`config.mk`:
```
export PLATFORM = sky130hd
export DESIGN_NAME = uht_seq
export DESIGN_NICKNAME = d
export VERILOG_FILES = /design/src/hw/uht_pkg.sv /design/src/hw/uht_seq.sv
export SDC_FILE = /design/constraint.sdc
export NUM_CORES = 1
export LEC_CHECK = 0
export ABC_AREA = 0
export BUFFER_PORTS_ARGS = -buffer_cell sky130_fd_sc_hd__buf_4
export CAP_MARGIN = 20
export CORE_MARGIN = 4
export CORE_UTILIZATION = 35
export CTS_CLUSTER_DIAMETER = 40
export DETAILED_ROUTE_END_ITERATION = 16
export PLACE_DENSITY = 0.58
export SLEW_MARGIN = 20
export SYNTH_ARGS = -nofsm -noshare
export SYNTH_HDL_FRONTEND = slang
export SYNTH_SLANG_ARGS = --single-unit
```
`constraint.sdc`:
```
create_clock -name pclk -period 5.5 [get_ports pclk]
set_input_delay 0.275 -clock pclk [delete_from_list [all_inputs] [get_ports pclk]]
set_output_delay 0.275 -clock pclk [all_outputs]
set_load 0.01 [all_outputs]
```
`src/hw/uht_pkg.sv`:
```
// constants, register map and types for the usb host transfer sequencer
package uht_pkg;
	// register byte offsets
	localparam logic [7:0] A_CTRL = 8'h00;
	localparam logic [7:0] A_REQ = 8'h04;
	localparam logic [7:0] A_STAT = 8'h08;
	localparam logic [7:0] A_EP = 8'h0C;
	localparam logic [7:0] A_WAIT = 8'h10;
	localparam logic [7:0] A_WDOG = 8'h14;
	localparam logic [7:0] A_POLL = 8'h18;
	localparam logic [7:0] A_FIFO = 8'h1C;
	// control register fields
	localparam int B_SOFEN = 0;
	localparam int B_FOREVER = 1;
	localparam int B_TYPE = 2;
	localparam int B_DIRIN = 4;
	localparam int B_EPNUM = 5;
	localparam int B_START = 9;
	// request register fields
	localparam int B_MAXPKT = 16;
	// status register fields
	localparam int B_TICK = 16;
	localparam int B_BUSY = 17;
	localparam int B_CSENT = 18;
	localparam int B_HSPEND = 19;
	localparam int B_OWNED = 20;
	localparam int B_FAILED = 21;
	localparam int B_SCAN = 22;
	// endpoint register fields
	localparam int B_LINK = 1;
	localparam int B_ERR = 8;
	localparam int B_NAKS = 16;
	// fifo register fields
	localparam int B_FVALID = 16;
	// controller event request bits, cleared by a one at the position
	localparam int EV_SOF = 0;
	localparam int EV_OTG = 1;
	localparam int EV_ERR = 2;
	localparam int EV_TRN = 3;
	localparam int EV_W = 4;
	// token pids
	localparam logic [3:0] PID_ACK = 4'h2;
	localparam logic [3:0] PID_DATA0 = 4'h3;
	localparam logic [3:0] PID_DATA1 = 4'hB;
	localparam logic [3:0] PID_NAK = 4'hA;
	// nak retry limits per transfer type
	localparam logic [15:0] NAK_LIM_INTR = 16'd3;
	localparam logic [15:0] NAK_LIM_CTRL = 16'd200;
	localparam logic [15:0] NAK_LIM_BULK = 16'd20000;
	// error codes left on the endpoint
	localparam logic [7:0] ERR_NAK_LIMIT = 8'hF0;
	localparam logic [3:0] ERR_PID_TAG = 4'h1;
	// reset values
	localparam logic [15:0] RST_CREDIT_INC = 16'h0002;
	localparam logic [10:0] RST_MAXPKT = 11'h040;
	// receive fifo shape
	localparam int FIFO_W = 16;
	localparam int FIFO_D = 16;
	typedef enum logic [1:0] {XT_CTRL, XT_INTR, XT_BULK} uht_xfer_t;
endpackage

```
`src/hw/uht_seq.sv`:
```
// usb host transfer sequencer with receive fifo and apb registers
//
// The register offsets and register access over APB were chosen for this implementation.
`timescale 1ns/1ns

module uht_fifo #(
	parameter int W = 16,
	parameter int D = 16
) (
	// clock and reset
	input wire logic clk,
	input wire logic rst_n,
	// fill side
	input wire logic in_valid,
	output logic in_ready,
	input wire logic [W-1:0] in_data,
	// drain side
	output logic out_valid,
	input wire logic out_ready,
	output logic [W-1:0] out_data
);
	localparam int AW = $clog2(D);
	logic [W-1:0] mem [D];
	logic [AW:0] wp_q, rp_q;
	logic push, pop;
	assign in_ready = (wp_q - rp_q) != (AW+1)'(D);
	assign out_valid = wp_q != rp_q;
	assign out_data = mem[rp_q[AW-1:0]];
	assign push = in_valid & in_ready;
	assign pop = out_valid & out_ready;
	always_ff @(posedge clk) begin
		if (push) begin
			mem[wp_q[AW-1:0]] <= in_data;
		end
	end
	always_ff @(posedge clk or negedge rst_n) begin
		if (!rst_n) begin
			wp_q <= '0;
			rp_q <= '0;
		end else begin
			if (push) begin
				wp_q <= wp_q + 1'b1;
			end
			if (pop) begin
				rp_q <= rp_q + 1'b1;
			end
		end
	end
endmodule

module uht_seq
	import uht_pkg::*;
(
	// apb slave
	input wire logic pclk,
	input wire logic presetn,
	input wire logic psel,
	input wire logic penable,
	input wire logic pwrite,
	input wire logic [7:0] paddr,
	input wire logic [31:0] pwdata,
	output logic [31:0] prdata,
	output logic pready,
	output logic pslverr,
	// controller event requests and their write-one clear
	input wire logic [uht_pkg::EV_W-1:0] evt_req,
	output logic [uht_pkg::EV_W-1:0] evt_clr,
	input wire logic ctrl_busy,
	// completion status and descriptors
	input wire logic stat_dir_tx,
	input wire logic [3:0] stat_ep,
	input wire logic bd_tx_own,
	input wire logic [3:0] bd_tx_pid,
	input wire logic [10:0] bd_tx_cnt,
	input wire logic bd_rx_own,
	input wire logic [3:0] bd_rx_pid,
	input wire logic [10:0] bd_rx_cnt,
	// received data stream
	input wire logic rx_valid,
	output logic rx_ready,
	input wire logic [uht_pkg::FIFO_W-1:0] rx_data,
	// token issue and system reset
	output logic token_go,
	output logic [3:0] scan_ep,
	output logic sys_reset_req
);
	import uht_pkg::*;
	typedef enum {S_IDLE, S_ACK, S_EVAL, S_NEXT} uht_state_t;
	uht_state_t st_q;
	logic sofen_q, forever_q, dirin_q, start_q, stx_q;
	logic [1:0] type_q;
	logic [3:0] epnum_q, scan_q, sep_q, pid;
	logic [10:0] maxpkt_q, cnt;
	logic tickf_q, busy_q, csent_q, hspend_q, owned_q, failed_q, setup_q, link_q, toggle_q;
	logic [7:0] err_q;
	logic [15:0] len_q, fill_q, naks_q, wait_q, wdog_q, inc_q, pool_q;
	logic [15:0] fill_new, naks_new, lim;
	logic [31:0] prdata_q;
	logic tick, wr, rd_setup, rd_acc, hit, f_valid, f_pop;
	logic own, is_ok, short_pkt, full, finish, failnak, nak_retry;
	logic [FIFO_W-1:0] f_data;

	uht_fifo #(.W(FIFO_W), .D(FIFO_D)) u_fifo (
		.clk(pclk),
		.rst_n(presetn),
		.in_valid(rx_valid),
		.in_ready(rx_ready),
		.in_data(rx_data),
		.out_valid(f_valid),
		.out_ready(f_pop),
		.out_data(f_data)
	);

	// tick source follows frame generation
	assign tick = sofen_q ? evt_req[EV_SOF] : evt_req[EV_OTG];

	// apb: zero wait states, read data latched in the setup cycle
	assign wr = psel & penable & pwrite;
	assign rd_setup = psel & ~penable & ~pwrite;
	assign rd_acc = psel & penable & ~pwrite;
	assign hit = paddr[1:0] == 2'b00 && paddr <= A_FIFO;
	assign pready = 1'b1;
	assign pslverr = psel & penable & ~hit;
	assign prdata = prdata_q;
	assign f_pop = rd_acc & (paddr == A_FIFO);
	assign scan_ep = scan_q;
	assign token_go = (st_q == S_NEXT) | start_q;

	// completion decode on the captured direction
	assign own = stx_q ? bd_tx_own : bd_rx_own;
	assign pid = stx_q ? bd_tx_pid : bd_rx_pid;
	assign cnt = stx_q ? bd_tx_cnt : bd_rx_cnt;
	assign is_ok = pid == PID_ACK || pid == PID_DATA0 || pid == PID_DATA1;
	assign fill_new = fill_q + {5'h00, cnt};
	assign short_pkt = cnt < maxpkt_q;
	assign full = fill_new >= len_q;
	assign naks_new = naks_q + 16'h0001;
	assign lim = type_q == XT_CTRL ? NAK_LIM_CTRL :
		(type_q == XT_INTR ? NAK_LIM_INTR : NAK_LIM_BULK);
	assign failnak = naks_new > lim;
	assign nak_retry = forever_q;

	always_comb begin
		finish = 1'b0;
		if (is_ok) begin
			if (type_q == XT_CTRL) begin
				finish = hspend_q;
			end else begin
				finish = full | short_pkt | (cnt == 11'h000);
			end
		end else if (pid == PID_NAK && !nak_retry) begin
			finish = (type_q == XT_INTR && dirin_q) | failnak;
		end
	end

	// event clears: direct writes of a one per bit, several may coincide, never read-modify-write
	always_comb begin
		evt_clr = '0;
		evt_clr[EV_SOF] = evt_req[EV_SOF];
		evt_clr[EV_OTG] = evt_req[EV_OTG];
		evt_clr[EV_ERR] = st_q == S_IDLE && evt_req[EV_ERR];
		evt_clr[EV_TRN] = st_q == S_ACK;
	end

	// sequencer
	always_ff @(posedge pclk or negedge presetn) begin
		if (!presetn) begin
			st_q <= S_IDLE;
			stx_q <= 1'b0;
			sep_q <= '0;
		end else begin
			case (st_q)
				S_IDLE: begin
					if (evt_req[EV_ERR]) begin
						st_q <= S_IDLE;
					end else if (evt_req[EV_TRN]) begin
						stx_q <= stat_dir_tx;
						sep_q <= stat_ep;
						st_q <= S_ACK;
					end
				end
				S_ACK: st_q <= S_EVAL;
				S_EVAL: st_q <= (own || sep_q != epnum_q) ? S_IDLE : S_NEXT;
				S_NEXT: st_q <= S_IDLE;
				default: st_q <= S_IDLE;
			endcase
		end
	end

	// request and endpoint state
	always_ff @(posedge pclk or negedge presetn) begin
		if (!presetn) begin
			fill_q <= '0;
			hspend_q <= 1'b0;
			owned_q <= 1'b0;
			failed_q <= 1'b0;
			setup_q <= 1'b0;
			link_q <= 1'b0;
			toggle_q <= 1'b0;
			err_q <= '0;
			naks_q <= '0;
		end else if (start_q) begin
			fill_q <= '0;
			hspend_q <= 1'b0;
			owned_q <= 1'b1;
			failed_q <= 1'b0;
			setup_q <= type_q == XT_CTRL;
			link_q <= 1'b1;
			naks_q <= '0;
		end else if (wr && paddr == A_EP) begin
			toggle_q <= pwdata[0];
			err_q <= pwdata[B_ERR+:8];
		end else if (st_q == S_EVAL && !own && sep_q == epnum_q) begin
			if (is_ok) begin
				toggle_q <= ~toggle_q;
				fill_q <= fill_new;
				setup_q <= 1'b0;
				if (type_q == XT_CTRL && !hspend_q && (full || (short_pkt && !setup_q))) begin
					hspend_q <= 1'b1;
				end
			end else if (pid == PID_NAK) begin
				if (!nak_retry) begin
					naks_q <= naks_new;
					if (failnak && !(type_q == XT_INTR && dirin_q)) begin
						failed_q <= 1'b1;
						err_q <= ERR_NAK_LIMIT;
					end
				end
			end else begin
				err_q <= {ERR_PID_TAG, pid};
				failed_q <= 1'b1;
				owned_q <= 1'b0;
			end
			if (finish) begin
				link_q <= 1'b0;
				owned_q <= 1'b0;
			end
		end
	end

	// per-millisecond housekeeping and scan pointer
	always_ff @(posedge pclk or negedge presetn) begin
		if (!presetn) begin
			tickf_q <= 1'b0;
			csent_q <= 1'b0;
			scan_q <= '0;
			wait_q <= '0;
			wdog_q <= '0;
			pool_q <= '0;
			sys_reset_req <= 1'b0;
		end else begin
			if (tick) begin
				tickf_q <= 1'b1;
			end else if (wr && paddr == A_STAT && pwdata[B_TICK]) begin
				tickf_q <= 1'b0;
			end
			if (start_q && type_q == XT_CTRL) begin
				csent_q <= 1'b1;
			end else if (tick) begin
				csent_q <= 1'b0;
			end
			if (tick) begin
				scan_q <= '0;
			end else if (st_q == S_NEXT) begin
				scan_q <= epnum_q;
			end
			if (wr && paddr == A_WAIT) begin
				wait_q <= pwdata[15:0];
			end else if (tick && wait_q != '0) begin
				wait_q <= wait_q - 16'h0001;
			end
			if (wr && paddr == A_WDOG) begin
				wdog_q <= pwdata[15:0];
			end else if (tick && wdog_q != '0 && ctrl_busy && busy_q) begin
				wdog_q <= wdog_q - 16'h0001;
				// sticky: a later reload of the watchdog must not withdraw the request
				if (wdog_q == 16'h0001) begin
					sys_reset_req <= 1'b1;
				end
			end
			if (wr && paddr == A_POLL) begin
				pool_q <= pwdata[31:16];
			end else if (tick) begin
				pool_q <= pool_q + inc_q;
			end
		end
	end

	// transfer busy: raised by a token, dropped by error or completion
	always_ff @(posedge pclk or negedge presetn) begin
		if (!presetn) begin
			busy_q <= 1'b0;
		end else if (token_go) begin
			busy_q <= 1'b1;
		end else if ((st_q == S_IDLE && evt_req[EV_ERR]) || st_q == S_ACK) begin
			busy_q <= 1'b0;
		end
	end

	// software registers
	always_ff @(posedge pclk or negedge presetn) begin
		if (!presetn) begin
			sofen_q <= 1'b0;
			forever_q <= 1'b0;
			type_q <= 2'b00;
			dirin_q <= 1'b0;
			epnum_q <= '0;
			start_q <= 1'b0;
			len_q <= '0;
			maxpkt_q <= RST_MAXPKT;
			inc_q <= RST_CREDIT_INC;
		end else begin
			start_q <= wr && paddr == A_CTRL && pwdata[B_START];
			if (wr && paddr == A_CTRL) begin
				sofen_q <= pwdata[B_SOFEN];
				forever_q <= pwdata[B_FOREVER];
				type_q <= pwdata[B_TYPE+:2];
				dirin_q <= pwdata[B_DIRIN];
				epnum_q <= pwdata[B_EPNUM+:4];
			end
			if (wr && paddr == A_REQ) begin
				len_q <= pwdata[15:0];
				maxpkt_q <= pwdata[B_MAXPKT+:11];
			end
			if (wr && paddr == A_POLL) begin
				inc_q <= pwdata[15:0];
			end
		end
	end

	// read data, captured during the setup cycle
	always_ff @(posedge pclk or negedge presetn) begin
		if (!presetn) begin
			prdata_q <= '0;
		end else if (rd_setup) begin
			case (paddr)
				A_CTRL: prdata_q <= {22'h0, 1'b0, epnum_q, dirin_q, type_q, forever_q, sofen_q};
				A_REQ: prdata_q <= {5'h00, maxpkt_q, len_q};
				A_STAT: prdata_q <= {6'h00, scan_q, failed_q, owned_q, hspend_q, csent_q,
					busy_q, tickf_q, fill_q};
				A_EP: prdata_q <= {naks_q, err_q, 6'h00, link_q, toggle_q};
				A_WAIT: prdata_q <= {16'h0000, wait_q};
				A_WDOG: prdata_q <= {16'h0000, wdog_q};
				A_POLL: prdata_q <= {pool_q, inc_q};
				A_FIFO: prdata_q <= {15'h0000, f_valid, f_data};
				default: prdata_q <= '0;
			endcase
		end
	end
endmodule

```
==> impl_metrics.json <==
{
  "status": "finished clean",
  "worstPathArrival_ps": 5120,
  "fin_crit_ps": 4566,
  "drt-pass1-iter-count": 7,
  "die_width_um": 261.7,
  "multi_input_area_um2": 9114,
  "final_nets": 2200,
  "fp-row-count": 92,
  "syn_nets": 1980,
  "start_util_pct": 35.51,
  "required_ps": 6050,
  "p_per_area_nw_per_um2": 388.0,
  "antenna_left": 0,
  "worstMarginPinSlew_ps": 1058,
  "finalHoldViolCount": 0,
  "synth_edf_count": 256,
  "crit_chain": "mux2i_1 > inv_1 > ha_1 > inv_1 > fa_1 > nor2b_1 > o21ai_0 > a21boi_0 > o211ai_1 > a21o_1 > a31oi_1 > o21ai_0 > xnor2_1 > ha_1 > nand4_1 > a2111oi_0 > a211oi_1 > a31oi_1 > a211oi_1 > nand3_1 > nand2_1",
  "cts_max_level": 3,
  "synthCells": 1799,
  "start_kind": "register",
  "io_buffers": 147,
  "slew_headroom_pct": 29.38,
  "setup_viol": 0,
  "cts_sinks": 460,
  "drt_wl_total_um": 68330,
  "end_kind": "register",
  "die_area_um2": 68470,
  "fp.dieH_um": 261.7,
  "synth-seq-cells": 460,
  "io_pins": 149,
  "core_area_um2": 63430,
  "dp_hpwl_um": 47710,
  "met2WireLength_um": 32260,
  "grt_pass1_vias": 15900,
  "postCtsSetupBuffers": 0,
  "path_max_fanout": 15,
  "avgSynthCellArea_um2": 12.52,
  "synth-main-ff-cell": "edfxtp_1",
  "clock.fmax_mhz": 219.0,
  "antenna_found_initial": 4,
  "place_congestion": 0.9272,
  "critPathKind": "reg2reg",
  "p_leak_uw": 0.01097,
  "cts-root-buf": "clkbuf_16",
  "grt-ovfl-total": 0,
  "vias": 15870,
  "synth_cell_type_count": 85,
  "wl_met1_um": 29300,
  "rsz0062_at_grt": "false",
  "seq_area_um2": 12800,
  "synth-async-reset-ratio_pct": 44.35,
  "final_cells": 2926,
  "clk_pin_slew_ps": 50,
  "fin_hold_ws_ps": 53.77,
  "cap_violations": 0,
  "drive_above_1_share_pct": 23.28,
  "fillers": 5706,
  "numCtsBuffers": 72,
  "cts_buffer_depth": 3,
  "grt_use_total_pct": 19.88,
  "final_common_cell": "edfxtp_1",
  "via_per_inst": 5.425,
  "drc": 0,
  "grt_pass1_wl_um": 101700,
  "vdd_ir_drop_max_v": 0.0002615,
  "fin_crit_sh_pct": 83.01,
  "grt_start_max_net_pins": 93,
  "seq_area_frac_synth_pct": 56.81,
  "hold_class": "in2reg",
  "synth.cell_area_um2": 22520,
  "cts_tree": "done",
  "yosysWarnings": 0,
  "fin_skew_ps": 24.27,
  "first_iter_violations": 1472,
  "maxSlewViolCount": 0,
  "place_inst": 2735,
  "routed.top_layer": "met5",
  "syn2layout_area_growth_pct": 23.23,
  "mostFrequentLayoutCells": "edfxtp_1, dfrtp_1, nand2_1",
  "route.met3.wl_um": 4293,
  "wire_per_inst_um": 23.35,
  "clk_latency_ps": 630,
  "slowest_delay_ps": 690,
  "fin_setup_tns_ps": 0,
  "slowest_stage": "dfrtp_1"
}
per-stage QoR:
stage	cell area (um2)	setup slack (ps)	util, %	total power [uW]
global route	27760	429.2	43.76	11230
finish	27760	934.3	43.76	10770
detailed placement	24590	1008	38.77	5981
global placement	24590	1065	38.77	5923
floorplan	22520	1021	-	5364
CTS	27750	981.4	43.76	10850
final timing paths:
| kind | start | depth (start not counted) | slack [ps] | endpoint |
|---|---|---|---|---|
| worst max-delay path | stx_q$_DFFE_PN0P_ | 21 | 930 | owned_q$_DFFE_PN0P_ |
| worst min-delay path | bd_rx_pid[2] | 4 | 50 | owned_q$_DFFE_PN0P_ |
| worst min register to register | tickf_q$_DFFE_PN0P_ | 2 | 480 | tickf_q$_DFFE_PN0P_ |
| worst max register to register | stx_q$_DFFE_PN0P_ | 21 | 930 | owned_q$_DFFE_PN0P_ |
| min in group asynchronous | presetn | 2 | 240 | forever_q$_DFFE_PN0P_ |
| max in group asynchronous | presetn | 3 | 3920 | u_fifo.rp_q[0]$_DFFE_PN0P_ |
state kept, by name, indices dropped and copies added (netlist names), 16 cells and up:
register and flops:
pool_q 16, inc_q 16, u_fifo.mem 256, wait_q 16, wdog_q 16, len_q 16
naks_q 16, prdata 32, fill_q 16
worst max-delay path: cells and delay by family, from the launching register on:
kind | cells | cell delay [ps]
XOR/XNOR | 1 | 170
buffers and inverters | 2 | 140
adder cells (fa/ha/maj) | 3 | 840
AND/OR/NAND/NOR | 4 | 410
multiplexers | 1 | 210
AO/OA/AOI/OAI | 10 | 2040
flip-flops | 1 | 690
report_power, final:
| group | switching, uW | internal (uW) |
|---|---|---|
| combinational | 875 | 684 |
| sequential | 341 | 4070 |
| clock | 1830 | 2970 |
| total | 3050 | 7720 |
per-layer routing:
layer,vias up,GRT usage [%]
li1,7194,-
met1,8019,26.91
met2,530,32.08
met3,129,3.903
met4,2,7.104
met5,-,0
synth_stat cells, drive strengths merged, types with 21 or more instances:
cell    number  share of area (%)
edfxtp     256                 34
a21oi      114                2.6
mux2        60                3.1
nand3       56                1.3
a22oi       52                1.7
o21ai       88                2.0
mux4        80                8.0
buf         28               0.73
or3         22               0.63
nand2      184                3.1
nor4        21               0.67
xnor2       50                1.9
ha          75                4.2
inv         65                1.1
xor2        41                1.6
dfrtp      202                 22
clkbuf      64                1.1
nor2       109                1.8
nor3        34               0.83
kinds of logic after synthesis:
family / synth area share [%]
buffers and inverters: 2.883
xor gates and xnor gates: 3.539
DFF: 56.81
other: 0.01665
adders and majority gates: 4.344
muxes: 11.60
and+or+nand+nor: 11.10
AOI/OAI and AO/OA: 9.711
cell type report:
cell class	count	area share (%)
diodes	1	0.009016
clock buffers	78	6.717
clock inverters	56	2.660
inverters	65	0.8791
multi-input cells	1182	32.84
flip-flops and latches	460	46.12
well taps	846	3.814
repair buffers	238	6.969
timing repair:
action	CTS	global route
hold buffers	56	0
hold endpoints to repair	439	0
resized for setup	0	0
Power figures use the tool's default switching activity.
